File: src/scrc_regs.svh
// register map and field layout of the clock-run control block
// assumes a 32-bit apb slave; the register index times four is the byte address
`ifndef SCRC_REGS_SVH
`define SCRC_REGS_SVH

`define SCRC_ADDR_W 12
`define SCRC_CRUN_INDEX 10'h05b
`define SCRC_CRUN_ADDR {`SCRC_CRUN_INDEX, 2'b00}
`define SCRC_CRUN_RESET 8'h00
`define SCRC_CRUN_WMASK 8'h1e
`define SCRC_BIT_STATUS 0
`define SCRC_BIT_SEC_EN 1
`define SCRC_BIT_KEEP 2
`define SCRC_BIT_PRI_EN 3
`define SCRC_BIT_MODE 4
`define SCRC_SYNC_STAGES 2

`endif

File: src/scrc_pkg.sv
// types shared by the clock-run control block
// assumes the field positions of scrc_regs.svh
package scrc_pkg;

    // software-visible control fields, bit 0 is status and lives elsewhere
    typedef struct packed {
        logic idle_mode;
        logic pri_run_en;
        logic pri_keep;
        logic sec_run_en;
    } scrc_ctrl_type;

    // bridge-side events, all on clk
    typedef struct packed {
        logic pri_stop_req;
        logic pri_pending;
        logic downstream_txn;
        logic sec_idle;
    } scrc_evt_type;

    typedef enum logic {
        SCRC_RUN,
        SCRC_STOPPED
    } scrc_state_type;

endpackage : scrc_pkg

File: src/scrc_sync2.sv
// two-stage synchroniser for levels entering the clk domain
// assumes nothing reads the first stage but the second
`timescale 1ns/1ns
module scrc_sync2 #(
    parameter int WIDTH = 1,
    parameter logic [WIDTH-1:0] RESET_VAL = '0
) (
    input wire logic clk,
    input wire logic rst_n,
    input wire logic [WIDTH-1:0] d,
    output logic [WIDTH-1:0] q
);
    logic [WIDTH-1:0] meta_r;

    // first stage feeds only the second
    always_ff @(posedge clk or negedge rst_n) begin
        if (!rst_n) begin
            meta_r <= RESET_VAL;
            q <= RESET_VAL;
        end else begin
            meta_r <= d;
            q <= meta_r;
        end
    end

endmodule : scrc_sync2

File: src/scrc_clk_run.sv
// secondary clock-run control with its apb control register
// assumes bridge events arrive on clk; the clock-run pin is asynchronous
//
// Functional notes
// [RULE1] with mode 0 the secondary clock stops only on a primary stop request.
// [RULE2] with mode 1 it stops when the secondary bus idles and nothing is pending upstream.
// [RULE3] a downstream transaction restarts a stopped secondary clock.
// [RULE4] an agent asserting the clock-run line makes the stopped clock restart.
// [RULE5] primary stop requests count only while primary clock run is enabled.
// [RULE6] keep-clock set always asks to keep the primary clock, else only while secondary runs.
// [RULE7] secondary clock-run enable gates all secondary stopping and resets to off.
// [RULE8] the status bit reads 1 while the secondary clock is stopped.
// [RULE9] bits 7 to 5 of the control register read as zero and ignore writes.
// [RULE10] the whole control register reads zero after reset.
// [RULE11] with secondary clock run off the clock never stops and status stays 0.
`include "scrc_regs.svh"
`timescale 1ns/1ns
module scrc_clk_run (
    input wire logic clk,
    input wire logic rst_n,
    // apb slave
    input wire logic psel,
    input wire logic penable,
    input wire logic pwrite,
    input wire logic [`SCRC_ADDR_W-1:0] paddr,
    input wire logic [31:0] pwdata,
    input wire logic [3:0] pstrb,
    output logic [31:0] prdata_r,
    output logic pready_r,
    output logic pslverr_r,
    // bridge side
    input wire scrc_pkg::scrc_evt_type evt,
    input wire logic secondary_clock_keep_request_n,
    output logic sec_clk_stop_r,
    output logic pri_keep_clock_r
);

    logic rst_q_n;
    logic clkrun_q_n;
    scrc_pkg::scrc_ctrl_type ctrl_r;
    scrc_pkg::scrc_state_type state_r;
    scrc_pkg::scrc_state_type state_nxt;
    logic stop_cond;
    logic restart_cond;
    logic setup_ph;
    logic access_ph;
    logic wr_take;
    logic [7:0] crun_rd;

    // address decode shared by read and write paths
    function automatic logic crun_hit(input logic [`SCRC_ADDR_W-1:0] a);
        crun_hit = (a == `SCRC_CRUN_ADDR);
    endfunction : crun_hit

    // reset release through two flops; assertion stays asynchronous
    scrc_sync2 #(
        .WIDTH(1),
        .RESET_VAL(1'b0)
    ) u_rst_sync (
        .clk(clk),
        .rst_n(rst_n),
        .d(1'b1),
        .q(rst_q_n)
    );

    // clock-run pin is driven by secondary agents, so it is asynchronous
    scrc_sync2 #(
        .WIDTH(1),
        .RESET_VAL(1'b1)
    ) u_clkrun_sync (
        .clk(clk),
        .rst_n(rst_q_n),
        .d(secondary_clock_keep_request_n),
        .q(clkrun_q_n)
    );

    // apb phases
    assign setup_ph = psel && !penable;
    assign access_ph = psel && penable && pready_r;
    assign wr_take = access_ph && pwrite && crun_hit(paddr) && pstrb[0];

    // readback image, reserved top bits forced low
    // [RULE9] reserved bits zero
    // [RULE8] status from state
    assign crun_rd = {3'b000, ctrl_r.idle_mode, ctrl_r.pri_run_en,
                      ctrl_r.pri_keep, ctrl_r.sec_run_en,
                      (state_r == scrc_pkg::SCRC_STOPPED)};

    // control fields; only bits 4..1 are writable
    // [RULE10] zero after reset
    always_ff @(posedge clk or negedge rst_q_n) begin
        if (!rst_q_n) begin
            ctrl_r <= '0;
        end else if (wr_take) begin
            ctrl_r.idle_mode <= pwdata[`SCRC_BIT_MODE];
            ctrl_r.pri_run_en <= pwdata[`SCRC_BIT_PRI_EN];
            ctrl_r.pri_keep <= pwdata[`SCRC_BIT_KEEP];
            ctrl_r.sec_run_en <= pwdata[`SCRC_BIT_SEC_EN];
        end
    end

    // no wait state: pready rises in the first access cycle
    always_ff @(posedge clk or negedge rst_q_n) begin
        if (!rst_q_n) begin
            pready_r <= 1'b0;
        end else begin
            pready_r <= setup_ph;
        end
    end

    // read data and error captured at setup so they stand in access
    always_ff @(posedge clk or negedge rst_q_n) begin
        if (!rst_q_n) begin
            prdata_r <= 32'h0000_0000;
            pslverr_r <= 1'b0;
        end else if (setup_ph) begin
            pslverr_r <= !crun_hit(paddr); // unmapped word answers with an error
            if (!pwrite && crun_hit(paddr)) begin
                prdata_r <= {24'h00_0000, crun_rd};
            end else begin
                prdata_r <= 32'h0000_0000;
            end
        end else if (access_ph) begin
            prdata_r <= 32'h0000_0000;
            pslverr_r <= 1'b0;
        end
    end

    // stop condition per policy
    always_comb begin
        stop_cond = 1'b0;
        if (ctrl_r.sec_run_en) begin
            if (ctrl_r.idle_mode) begin
                // [RULE2] idle policy
                stop_cond = evt.sec_idle && !evt.pri_pending;
            end else begin
                // [RULE1] request policy
                // [RULE5] primary enable gate
                stop_cond = evt.pri_stop_req && ctrl_r.pri_run_en;
            end
        end
    end

    // any reason to keep or bring back the clock outranks stopping
    // [RULE3] downstream restarts
    // [RULE4] clock-run line restarts
    // [RULE11] disabled never stops
    assign restart_cond = evt.downstream_txn || !clkrun_q_n || !ctrl_r.sec_run_en;

    // run/stop sequencer
    always_comb begin
        state_nxt = state_r;
        case (state_r)
            scrc_pkg::SCRC_RUN: begin
                if (stop_cond && !restart_cond) begin
                    state_nxt = scrc_pkg::SCRC_STOPPED;
                end
            end
            scrc_pkg::SCRC_STOPPED: begin
                if (restart_cond) begin
                    state_nxt = scrc_pkg::SCRC_RUN;
                end
            end
            default: begin
                state_nxt = scrc_pkg::SCRC_RUN;
            end
        endcase
    end

    // [RULE7] state held running until enabled
    always_ff @(posedge clk or negedge rst_q_n) begin
        if (!rst_q_n) begin
            state_r <= scrc_pkg::SCRC_RUN;
        end else begin
            state_r <= state_nxt;
        end
    end

    // clock gate request mirrors the next state so it lines up with status
    always_ff @(posedge clk or negedge rst_q_n) begin
        if (!rst_q_n) begin
            sec_clk_stop_r <= 1'b0;
        end else begin
            sec_clk_stop_r <= (state_nxt == scrc_pkg::SCRC_STOPPED);
        end
    end

    // primary keep request; low only when allowed and secondary stopped
    // [RULE6] keep primary clock
    always_ff @(posedge clk or negedge rst_q_n) begin
        if (!rst_q_n) begin
            pri_keep_clock_r <= 1'b1; // safe default: clock kept while idle
        end else begin
            pri_keep_clock_r <= ctrl_r.pri_keep ||
                                (state_nxt != scrc_pkg::SCRC_STOPPED);
        end
    end

    // checks

    AST_REQ_STOP: assert property ( // RULE1
        @(posedge clk) disable iff (!rst_q_n)
        (state_r == scrc_pkg::SCRC_RUN && ctrl_r.sec_run_en && !ctrl_r.idle_mode
         && ctrl_r.pri_run_en && evt.pri_stop_req && !restart_cond)
        |=> sec_clk_stop_r && (state_r == scrc_pkg::SCRC_STOPPED))
        else $error("request policy did not stop the clock");

    AST_REQ_ONLY: assert property ( // RULE1
        @(posedge clk) disable iff (!rst_q_n)
        (!ctrl_r.idle_mode && !evt.pri_stop_req && state_r == scrc_pkg::SCRC_RUN
         && !wr_take)
        |=> state_r == scrc_pkg::SCRC_RUN)
        else $error("clock stopped without a primary request");

    AST_IDLE_STOP: assert property ( // RULE2
        @(posedge clk) disable iff (!rst_q_n)
        (state_r == scrc_pkg::SCRC_RUN && ctrl_r.sec_run_en && ctrl_r.idle_mode
         && evt.sec_idle && !evt.pri_pending && !restart_cond)
        |=> state_r == scrc_pkg::SCRC_STOPPED)
        else $error("idle policy did not stop the clock");

    AST_DOWN_RESTART: assert property ( // RULE3
        @(posedge clk) disable iff (!rst_q_n)
        (state_r == scrc_pkg::SCRC_STOPPED && evt.downstream_txn)
        |=> !sec_clk_stop_r && state_r == scrc_pkg::SCRC_RUN)
        else $error("downstream transaction did not restart the clock");

    AST_PIN_RESTART: assert property ( // RULE4
        @(posedge clk) disable iff (!rst_q_n)
        (state_r == scrc_pkg::SCRC_STOPPED && !secondary_clock_keep_request_n)
        |-> ##[1:3] state_r == scrc_pkg::SCRC_RUN)
        else $error("clock-run line did not restart the clock");

    AST_PRI_GATE: assert property ( // RULE5
        @(posedge clk) disable iff (!rst_q_n)
        $rose(sec_clk_stop_r) |-> $past(ctrl_r.idle_mode) || $past(ctrl_r.pri_run_en))
        else $error("stop honoured with primary clock run disabled");

    AST_KEEP: assert property ( // RULE6
        @(posedge clk) disable iff (!rst_q_n)
        (ctrl_r.pri_keep || state_nxt == scrc_pkg::SCRC_RUN) |=> pri_keep_clock_r)
        else $error("primary keep request dropped");

    AST_KEEP_RELEASE: assert property ( // RULE6
        @(posedge clk) disable iff (!rst_q_n)
        (!$past(ctrl_r.pri_keep) && sec_clk_stop_r) |-> !pri_keep_clock_r)
        else $error("primary keep held with secondary stopped");

    AST_SEC_OFF: assert property ( // RULE11
        @(posedge clk) disable iff (!rst_q_n)
        !ctrl_r.sec_run_en [*2] |-> !sec_clk_stop_r && state_r == scrc_pkg::SCRC_RUN)
        else $error("clock stopped with secondary clock run disabled");

    AST_SEC_GATE: assert property ( // RULE7
        @(posedge clk) disable iff (!rst_q_n)
        $rose(sec_clk_stop_r) |-> $past(ctrl_r.sec_run_en))
        else $error("stop without secondary clock run enable");

    AST_STATUS: assert property ( // RULE8
        @(posedge clk) disable iff (!rst_q_n)
        (setup_ph && !pwrite && crun_hit(paddr))
        |=> prdata_r[`SCRC_BIT_STATUS] == $past(sec_clk_stop_r))
        else $error("status bit disagrees with clock state");

    AST_RESERVED: assert property ( // RULE9
        @(posedge clk) disable iff (!rst_q_n)
        pready_r |-> prdata_r[31:5] == 27'h000_0000)
        else $error("reserved bits read nonzero");

    AST_RESET: assert property ( // RULE10
        @(posedge clk)
        !rst_q_n |-> crun_rd == `SCRC_CRUN_RESET && !sec_clk_stop_r)
        else $error("control register not zero in reset");

    // apb side: writes land, refused writes leave the fields alone
    AST_WRITE_LANDS: assert property ( // RULE7
        @(posedge clk) disable iff (!rst_q_n)
        wr_take
        |=> ctrl_r == $past(pwdata[`SCRC_BIT_MODE:`SCRC_BIT_SEC_EN]))
        else $error("control write did not land");

    AST_STRB_GUARD: assert property ( // RULE10
        @(posedge clk) disable iff (!rst_q_n)
        (access_ph && pwrite && !pstrb[0])
        |=> $stable(ctrl_r))
        else $error("write without byte strobe changed the register");

    AST_UNMAPPED: assert property ( // RULE9
        @(posedge clk) disable iff (!rst_q_n)
        (setup_ph && !crun_hit(paddr))
        |=> pslverr_r && prdata_r == 32'h0000_0000)
        else $error("unmapped access not refused");

    // clock-run side: refused stops and held states
    AST_IDLE_BUSY: assert property ( // RULE2
        @(posedge clk) disable iff (!rst_q_n)
        (state_r == scrc_pkg::SCRC_RUN && ctrl_r.idle_mode && !evt.sec_idle)
        |=> state_r == scrc_pkg::SCRC_RUN)
        else $error("idle policy stopped a busy bus");

    AST_IDLE_PEND: assert property ( // RULE2
        @(posedge clk) disable iff (!rst_q_n)
        (state_r == scrc_pkg::SCRC_RUN && ctrl_r.idle_mode && evt.pri_pending)
        |=> state_r == scrc_pkg::SCRC_RUN)
        else $error("idle policy stopped with primary requests pending");

    AST_PRI_OFF: assert property ( // RULE5
        @(posedge clk) disable iff (!rst_q_n)
        (state_r == scrc_pkg::SCRC_RUN && !ctrl_r.idle_mode && !ctrl_r.pri_run_en)
        |=> state_r == scrc_pkg::SCRC_RUN)
        else $error("request policy stopped with primary clock run off");

    AST_DOWN_HOLD: assert property ( // RULE3
        @(posedge clk) disable iff (!rst_q_n)
        evt.downstream_txn
        |=> !sec_clk_stop_r)
        else $error("clock stopped during a downstream transaction");

    AST_PIN_HOLD: assert property ( // RULE4
        @(posedge clk) disable iff (!rst_q_n)
        !clkrun_q_n
        |=> !sec_clk_stop_r)
        else $error("clock stopped while the clock-run line is asserted");

    AST_KEEP_FOLLOW: assert property ( // RULE6
        @(posedge clk) disable iff (!rst_q_n)
        !sec_clk_stop_r
        |-> pri_keep_clock_r)
        else $error("primary keep dropped while secondary runs");

    AST_STOP_HOLD: assert property ( // RULE3
        @(posedge clk) disable iff (!rst_q_n)
        (state_r == scrc_pkg::SCRC_STOPPED && !restart_cond)
        |=> state_r == scrc_pkg::SCRC_STOPPED)
        else $error("clock restarted without a cause");

    AST_STATUS_MIRROR: assert property ( // RULE8
        @(posedge clk) disable iff (!rst_q_n)
        (state_r == scrc_pkg::SCRC_STOPPED)
        |-> sec_clk_stop_r)
        else $error("gate request disagrees with stopped state");

    AST_SEC_DIS: assert property ( // RULE11
        @(posedge clk) disable iff (!rst_q_n)
        !ctrl_r.sec_run_en
        |=> !sec_clk_stop_r)
        else $error("clock stopped one cycle after secondary run disabled");

endmodule : scrc_clk_run

File: config.mk
export PLATFORM = sky130hd
export DESIGN_NAME = scrc_clk_run
export DESIGN_NICKNAME = d
export VERILOG_FILES = /design/src/scrc_pkg.sv /design/src/scrc_sync2.sv /design/src/scrc_clk_run.sv
export VERILOG_INCLUDE_DIRS = /design/src /design/src/src
export SDC_FILE = /design/constraint.sdc
export NUM_CORES = 1
export LEC_CHECK = 0
export ABC_CLOCK_PERIOD_IN_PS = 800
export BUFFER_PORTS_ARGS = -buffer_cell sky130_fd_sc_hd__buf_2
export CAP_MARGIN = 20
export CORE_MARGIN = 5
export CORE_UTILIZATION = 36
export CTS_BUF_LIST = sky130_fd_sc_hd__clkbuf_2 sky130_fd_sc_hd__clkbuf_4 sky130_fd_sc_hd__clkbuf_8
export CTS_CLUSTER_DIAMETER = 80
export DETAILED_ROUTE_END_ITERATION = 12
export PLACE_DENSITY = 0.82
export SLEW_MARGIN = 10
export SYNTH_ARGS = -nofsm -noshare
export SYNTH_HDL_FRONTEND = slang
export SYNTH_SLANG_ARGS = --single-unit
File: constraint.sdc
create_clock -name clk -period 0.8 [get_ports clk]
set_input_delay 0.12 -clock clk [delete_from_list [all_inputs] [get_ports clk]]
set_output_delay 0.12 -clock clk [all_outputs]
set_load 0.03 [all_outputs]
==> impl_results.md, run 1 <==
- Number of CTS-inserted buffers: 3
- Share of the synthesized area in the top cell type: 0.3922
- Count of final max-slew check failures: 0
- Switching share of power: 0.2910
- Peak supply drop: 1060 uV
- Crit path required time: 0.96 ns
- Fin crit period: 1.207 ns
- Setup slack after layout: -0.4074 ns
- Sequential Power Share: 0.521
- Ant diodes: 0
- CP Capture Type: register
- Post-route ant nets: 0
- Clock transition at path regs: 0.09 ns
- Hold path start: pwdata[3]
- Placed Cells incl. Taps: 145
- Crit path launch type: register
- Met3 usage: 0.01728
- Post-synthesis cell count: 75
- HP Class: in -> reg
- Port-buffer cells: 35
- Fillers: 226
- First-pass GRT wire length: 2.760 mm
- Yosys warns: 0
- Hold Crit Depth: 2
- GRT Residual Overflow: 0
- Cell taking the most area after synthesis: dfrtp_1
- Largest net degree at the start of global routing: 12
- DIE WIDTH: 59.82 um
- Flop-to-flop setup slack: -0.41 ns
- Fin. Hold Viols: 0
- DR WL/cell: 11.28 um
- Vias in the first global route: 676
- Gpl congestion: 0.7091
- Fmax: 0.8282 GHz
- Post-synth cell types: 23
- Met1 GRT Util: 0.1093
- EDFF count, synth: 0
- P_int: 0.001220 W
- Ys async rst share: 1.000
- RSZ-0062 raised after global routing: yes
- Crit path arrival time: 1.37 ns
- Top_reg_cell synth: dfrtp_1
- Hold EP: crun_rd[3]
- Chip Height: 59.82 um
- Initial drt markers: 11
- Initial antenna violation count: 0
- GR Layer Usage met2: 0.1944
- P_leak: 0.6840 nW
- Mapped Area: 893.4 um^2
- Critical path class: reg -> reg
- Area grow syn2layout: 37.11%
- Via count: 676
- Tcrit/Tclk final: 1.509
- Count leader, synth: buf_4
- Dpl hpwl: 1.517 mm
- Clock Tree Buf Depth: 2
- Register area share after synthesis: 0.4804
- # rows: 18
- Sw power: 0.0005007 W
- Top post-synthesis cells by area: dfrtp_1 (39%), buf_4 (23%), dfstp_2 (8.8%), a22o_1 (4.9%), and4bb_2 (2.8%)
- Fin nets: 186
- Number of cells on the worst reg-to-reg path: 3
- Crit Reg-Reg Startpoint: pready_r
- Drt first pass iters: 2
- Vias/cell: 4.306
- RR Endpoint: crun_rd[4]
- Root buffer cell: clkbuf_4
- Failing checks: negative setup slack
- Crit-path max FO: 4
- Sink Count: 17
- Comb pwr share: 0.211
- Boundary Pins: 94
- Clock skew: 0.001170 ns
- All-Layer GR Usage: 0.1017
- Run status: finished with violations
- Post-synth top cells: buf_4 (27), dfrtp_1 (14), a22o_1 (5)
- Clk Latency, worst-skew pair: 0.27 ns
- Die area: 3578 um^2
- TritonCTS clock tree: yes
- Global routing's busiest layer: met2
- Layout cells sized above 1: 0.5197
- Fin cells: 157
- H-tree level count: 1
- #FFs+latches synth: 17
- Drt total wl: 1.771 mm
- PD cells: 1405 nW/um^2
- Starting Density: 0.3673
- # DRC: 0
- Area of the core: 2432 um^2
- Avg Cell Area, Syn: 11.91 um^2
- Max_cap viols: 0
- Final hold slack: 0.05758 ns
- Clk network pwr share: 0.268
- Final setup fails: 21
[power groups by stage]
stage,Clock [W],Sequential [W],Combinational [W]
after floorplan,0,0.000933,0.000301
after global placement,0,0.000911,0.000329
after detailed placement,0,0.000912,0.000334
after CTS,0.000480,0.000897,0.000361
after global routing,0.000535,0.000899,0.000389
final,0.000462,0.000896,0.000363
[cell usage in the layout, fill, tap and decap left out, drive strengths merged, types with 2 or more instances in the layout]
cell type | Yosys | layout
a22o | 6 | 6
and4bb | 2 | 2
buf | 27 | 47
clkbuf | 0 | 4
conb | 2 | 28
dfrtp | 14 | 14
dfstp | 3 | 3
dlygate4sd3 | 0 | 2
inv | 2 | 2
mux2 | 4 | 4
nand2 | 3 | 3
o21ai | 2 | 2
[per-layer routing]
layer / share of wire / vias to the layer above
met5: 0 / -
met4: 0 / 0
met3: 0.17 / 0
met2: 0.49 / 50
met1: 0.33 / 321
li1: - / 305
[worst max-delay path, stage by stage, from the launching register on]
cell and delay, ns:
dfrtp_2 0.37, nand3_2 0.08, nor3_4 0.28, mux2_1 0.36
[through the flow]
stage          setup TNS [ns]  worst slack, ns  utilization  total power [W]  instance area [um^2]
3_3_place_gp           -5.313          -0.6245       0.4383         0.001240                  1066
5_1_grt                -6.501          -0.4549       0.5036         0.001823                  1225
3_5_place_dp           -5.550          -0.6520       0.4383         0.001246                  1066
4_1_cts                -5.772          -0.4081       0.5036         0.001737                  1225
6_report               -5.601          -0.4074       0.5036         0.001721                  1225
2_1_floorplan          -3.340          -0.4766            -         0.001234                 998.5
[flip-flops by register name (all words and copies together) (netlist names)]
signal	cells
u_rst_sync.meta_r	1
u_clkrun_sync.q	1
pready_r	1
prdata_r	5
u_clkrun_sync.meta_r	1
pslverr_r	1
crun_rd	4
u_rst_sync.q	1
pri_keep_clock_r	1
sec_clk_stop_r	1
[layout make-up]
class,count,area [um^2],area share
sequential,17,431.7,0.3524
multi-input combinational,55,360.3,0.2942
timing repair buffer,49,357.8,0.2921
tap,30,37.54,0.03064
clock buffer,4,30.03,0.02451
inverter,2,7.507,0.006129
[how the worst max path moves through the flow]
stage	start	slack [ns]	to	depth (start not counted)
5_1_grt	pready_r	-0.45	crun_rd[2]	3
3_3_place_gp	paddr[10]	-0.62	crun_rd[1]	5
6_report	pready_r	-0.41	crun_rd[4]	3
4_1_cts	pready_r	-0.41	crun_rd[4]	3
3_5_place_dp	paddr[10]	-0.65	crun_rd[4]	5
2_1_floorplan	pready_r	-0.48	crun_rd[1]	3
[what timing repair did]
item / in CTS / in global routing
pin swaps: 2 / 1
endpoints found under the hold margin: 3 / 0
endpoints found under the setup margin: 21 / 21
gates resized for setup: 20 / 0
buffers inserted: 6 / 0
hold buffers: 2 / 0
[cells by family (layout without fill, tap and decap cells)]
group | Yosys count | count (layout) | share of synthesized area
buffers and inverters | 29 | 55 | 0.2353
flip-flops | 17 | 17 | 0.4804
AND/OR/NAND/NOR | 14 | 14 | 0.1415
AO/OA/AOI/OAI | 9 | 9 | 0.08402
multiplexers | 4 | 4 | 0.05042
other | 2 | 28 | 0.008406
No activity file was read; power rests on OpenSTA's default activity.
==> inputs of run 2 (changes only) <==
--- a/config.mk
+++ b/config.mk
@@ -6,15 +6,14 @@
 export SDC_FILE = /design/constraint.sdc
 export NUM_CORES = 1
 export LEC_CHECK = 0
-export ABC_CLOCK_PERIOD_IN_PS = 800
+export ABC_CLOCK_PERIOD_IN_PS = 1100
 export BUFFER_PORTS_ARGS = -buffer_cell sky130_fd_sc_hd__buf_2
-export CAP_MARGIN = 20
 export CORE_MARGIN = 5
-export CORE_UTILIZATION = 36
+export CORE_UTILIZATION = 32
 export CTS_BUF_LIST = sky130_fd_sc_hd__clkbuf_2 sky130_fd_sc_hd__clkbuf_4 sky130_fd_sc_hd__clkbuf_8
 export CTS_CLUSTER_DIAMETER = 80
 export DETAILED_ROUTE_END_ITERATION = 12
-export PLACE_DENSITY = 0.82
+export PLACE_DENSITY_LB_ADDON = 0.2
 export SLEW_MARGIN = 10
 export SYNTH_ARGS = -nofsm -noshare
 export SYNTH_HDL_FRONTEND = slang
==> constraint.sdc (replaced) <==
create_clock -name clk -period 1.1 [get_ports clk]
set_input_delay 0.165 -clock clk [delete_from_list [all_inputs] [get_ports clk]]
set_output_delay 0.165 -clock clk [all_outputs]
set_load 0.03 [all_outputs]
==> run 2 against run 1 <==
Net effect: the run still ends with negative setup slack left; non-clock buffer count decreased by 9; final cell count decreased by 5.1%; critical path depth unchanged; clock power decreased by 25%; clock skew increased by 0.0034 ns; die area increased by 10%; sequential power decreased by 28%.
==> impl_results.md, run 2 (synthesis gave the netlist of run 1 again) <==
- DR WL/cell: 11.68 um
- Tcrit/Tclk final: 1.098
- Area after DPL: 1031 um^2
- Max layer used: met4
- Die area: 3948 um^2
- Vias in the first global route: 635
- Clock transition at path regs: 0.09 ns
- Clock skew: 0.004575 ns
- Via count: 603
- Dpl hpwl: 1.503 mm
- TritonCTS clock tree: yes
- Slowest-stage cell, CP: dfrtp_2
- Port-buffer cells: 35
- Ant diodes: 0
- Sink Count: 17
- GRT Residual Overflow: 0
- Largest net degree at the start of global routing: 16
- Count of final max-slew check failures: 0
- Crit-path cells: nand3_2 -> nor3_4 -> mux2_2
- Number of CTS-inserted buffers: 3
- Area grow syn2layout: 22.83%
- Run status: finished with violations
- Final setup fails: 6
- Setup slack after layout: -0.1083 ns
- Fin crit period: 1.208 ns
- Final hold slack: 0.1014 ns
- Critical path class: reg -> reg
- Max stage delay on crit path: 0.37 ns
- Post-route ant nets: 0
- CP Capture Type: register
- Most flop-heavy register: prdata_r
- Max_cap viols: 0
- Design Power: 0.001245 W
- Chip Height: 62.84 um
- Max reg flops: 5
- Wl on met1: 693 um
- Place WS: -0.3994 ns
- Peak supply drop: 604.3 uV
- H-tree level count: 1
- Vias/cell: 4.047
- RSZ-0062 raised after global routing: yes
- CP Launch Point: pready_r
- Fmax: 0.8276 GHz
- Worst path bufs/invs: 0
- Hold path start: pwdata[3]
- WL met2: 727 um
- All-Layer GR Usage: 0.08676
- Crit path arrival time: 1.38 ns
- Most frequent cells in the layout: buf_2 (33), conb_1 (28), dfrtp_1 (13)
- Fin nets: 177
- Crit path required time: 1.28 ns
- DIE WIDTH: 62.84 um
- Crit-path max FO: 4
- CP top delay family: flip-flops
- Metal3 WL: 296 um
- PD cells: 1135 nW/um^2
- HP Class: in -> reg
- Fin. Hold Viols: 0
- Drt total wl: 1.740 mm
- Failing checks: negative setup slack
- Commonest non-fill, non-tap cell in the layout: buf_2
- P_leak: 0.6273 nW
- # rows: 19
- First-pass GRT wire length: 2.829 mm
- Post-CTS Setup Repair Bufs: 0
- Initial drt markers: 9
- Starting Density: 0.3296
- Area of the core: 2710 um^2
- Layout cells sized above 1: 0.4746
- Boundary Pins: 94
- Crit Reg-Reg Startpoint: pready_r
- Root buffer cell: clkbuf_4
- Clk Latency, worst-skew pair: 0.29 ns
- Initial antenna violation count: 0
- Drt first pass iters: 4
- Crit path launch type: register
- Clock Tree Buf Depth: 2
- Gpl congestion: 0.6622
- # DRC: 0
- Final Cell Area: 1097 um^2
==> run 2: cell types whose count changed in the layout (fill, tap and decap cells not counted) <==
cell	before	now
buf_12	1	0
buf_2	26	33
buf_4	10	3
buf_6	10	2
dfrtp_1	12	13
dfrtp_2	2	1
o21ai_0	0	1
o21ai_1	1	0
==> run 2: area by class of cell <==
cell class	instances	area, um^2
clock buffer	4	30.03
fill	281	1613
inverter	2	7.507
multi-input combinational	55	360.3
sequential	17	430.4
tap	31	38.79
timing repair buffer	40	230.2
==> run 2: routing by layer <==
layer / global-route usage / vias to the layer above
met1: 0.1070 / 265
met3: 0.04317 / 3
li1: - / 291
met2: 0.1256 / 44
met5: 0 / -
met4: 0.03979 / 0
==> run 2: worst paths after layout <==
path                              endpoint  slack (ns)  cells past startpoint
min in group asynchronous       crun_rd[4]        0.17                      1
hold / removal                  crun_rd[3]        0.10                      2
max in group asynchronous  u_clkrun_sync.q        0.69                      1
setup / recovery                crun_rd[2]       -0.11                      3
setup reg to reg                crun_rd[2]       -0.11                      3
hold reg to reg                 crun_rd[4]        0.17                      1
==> run 2: worst reg2reg max path, cell delays in order (launching register included) <==
cell	delay [ns]
dfrtp_2	0.37
nand3_2	0.08
nor3_4	0.28
mux2_2	0.37
==> run 2: through the flow <==
step	setup TNS [ns]	std cells	util
finish	-0.4433	149	0.4049
global route	-0.9043	149	0.4049
CTS	-0.5229	149	0.4049
detailed placement	-2.699	143	0.3804
global placement	-2.500	143	0.3804
floorplan	-0.6764	101	-
==> run 2: timing repair <==
action | in CTS | in global routing
hold buffers | 2 | 0
endpoints found under the setup margin | 12 | 12
endpoints found under the hold margin | 3 | 0
pin swaps | 0 | 0
resized for setup | 5 | 0
==> run 2: power breakdown <==
group | internal [W] | leakage [nW] | switching, W | total [W]
registers | 0.000641 | 0.218 | 0.00000507 | 0.000647
clock network | 0.000166 | 0.0184 | 0.000183 | 0.000348
logic | 0.0000656 | 0.391 | 0.000185 | 0.000250
total | 0.000873 | 0.627 | 0.000373 | 0.00125
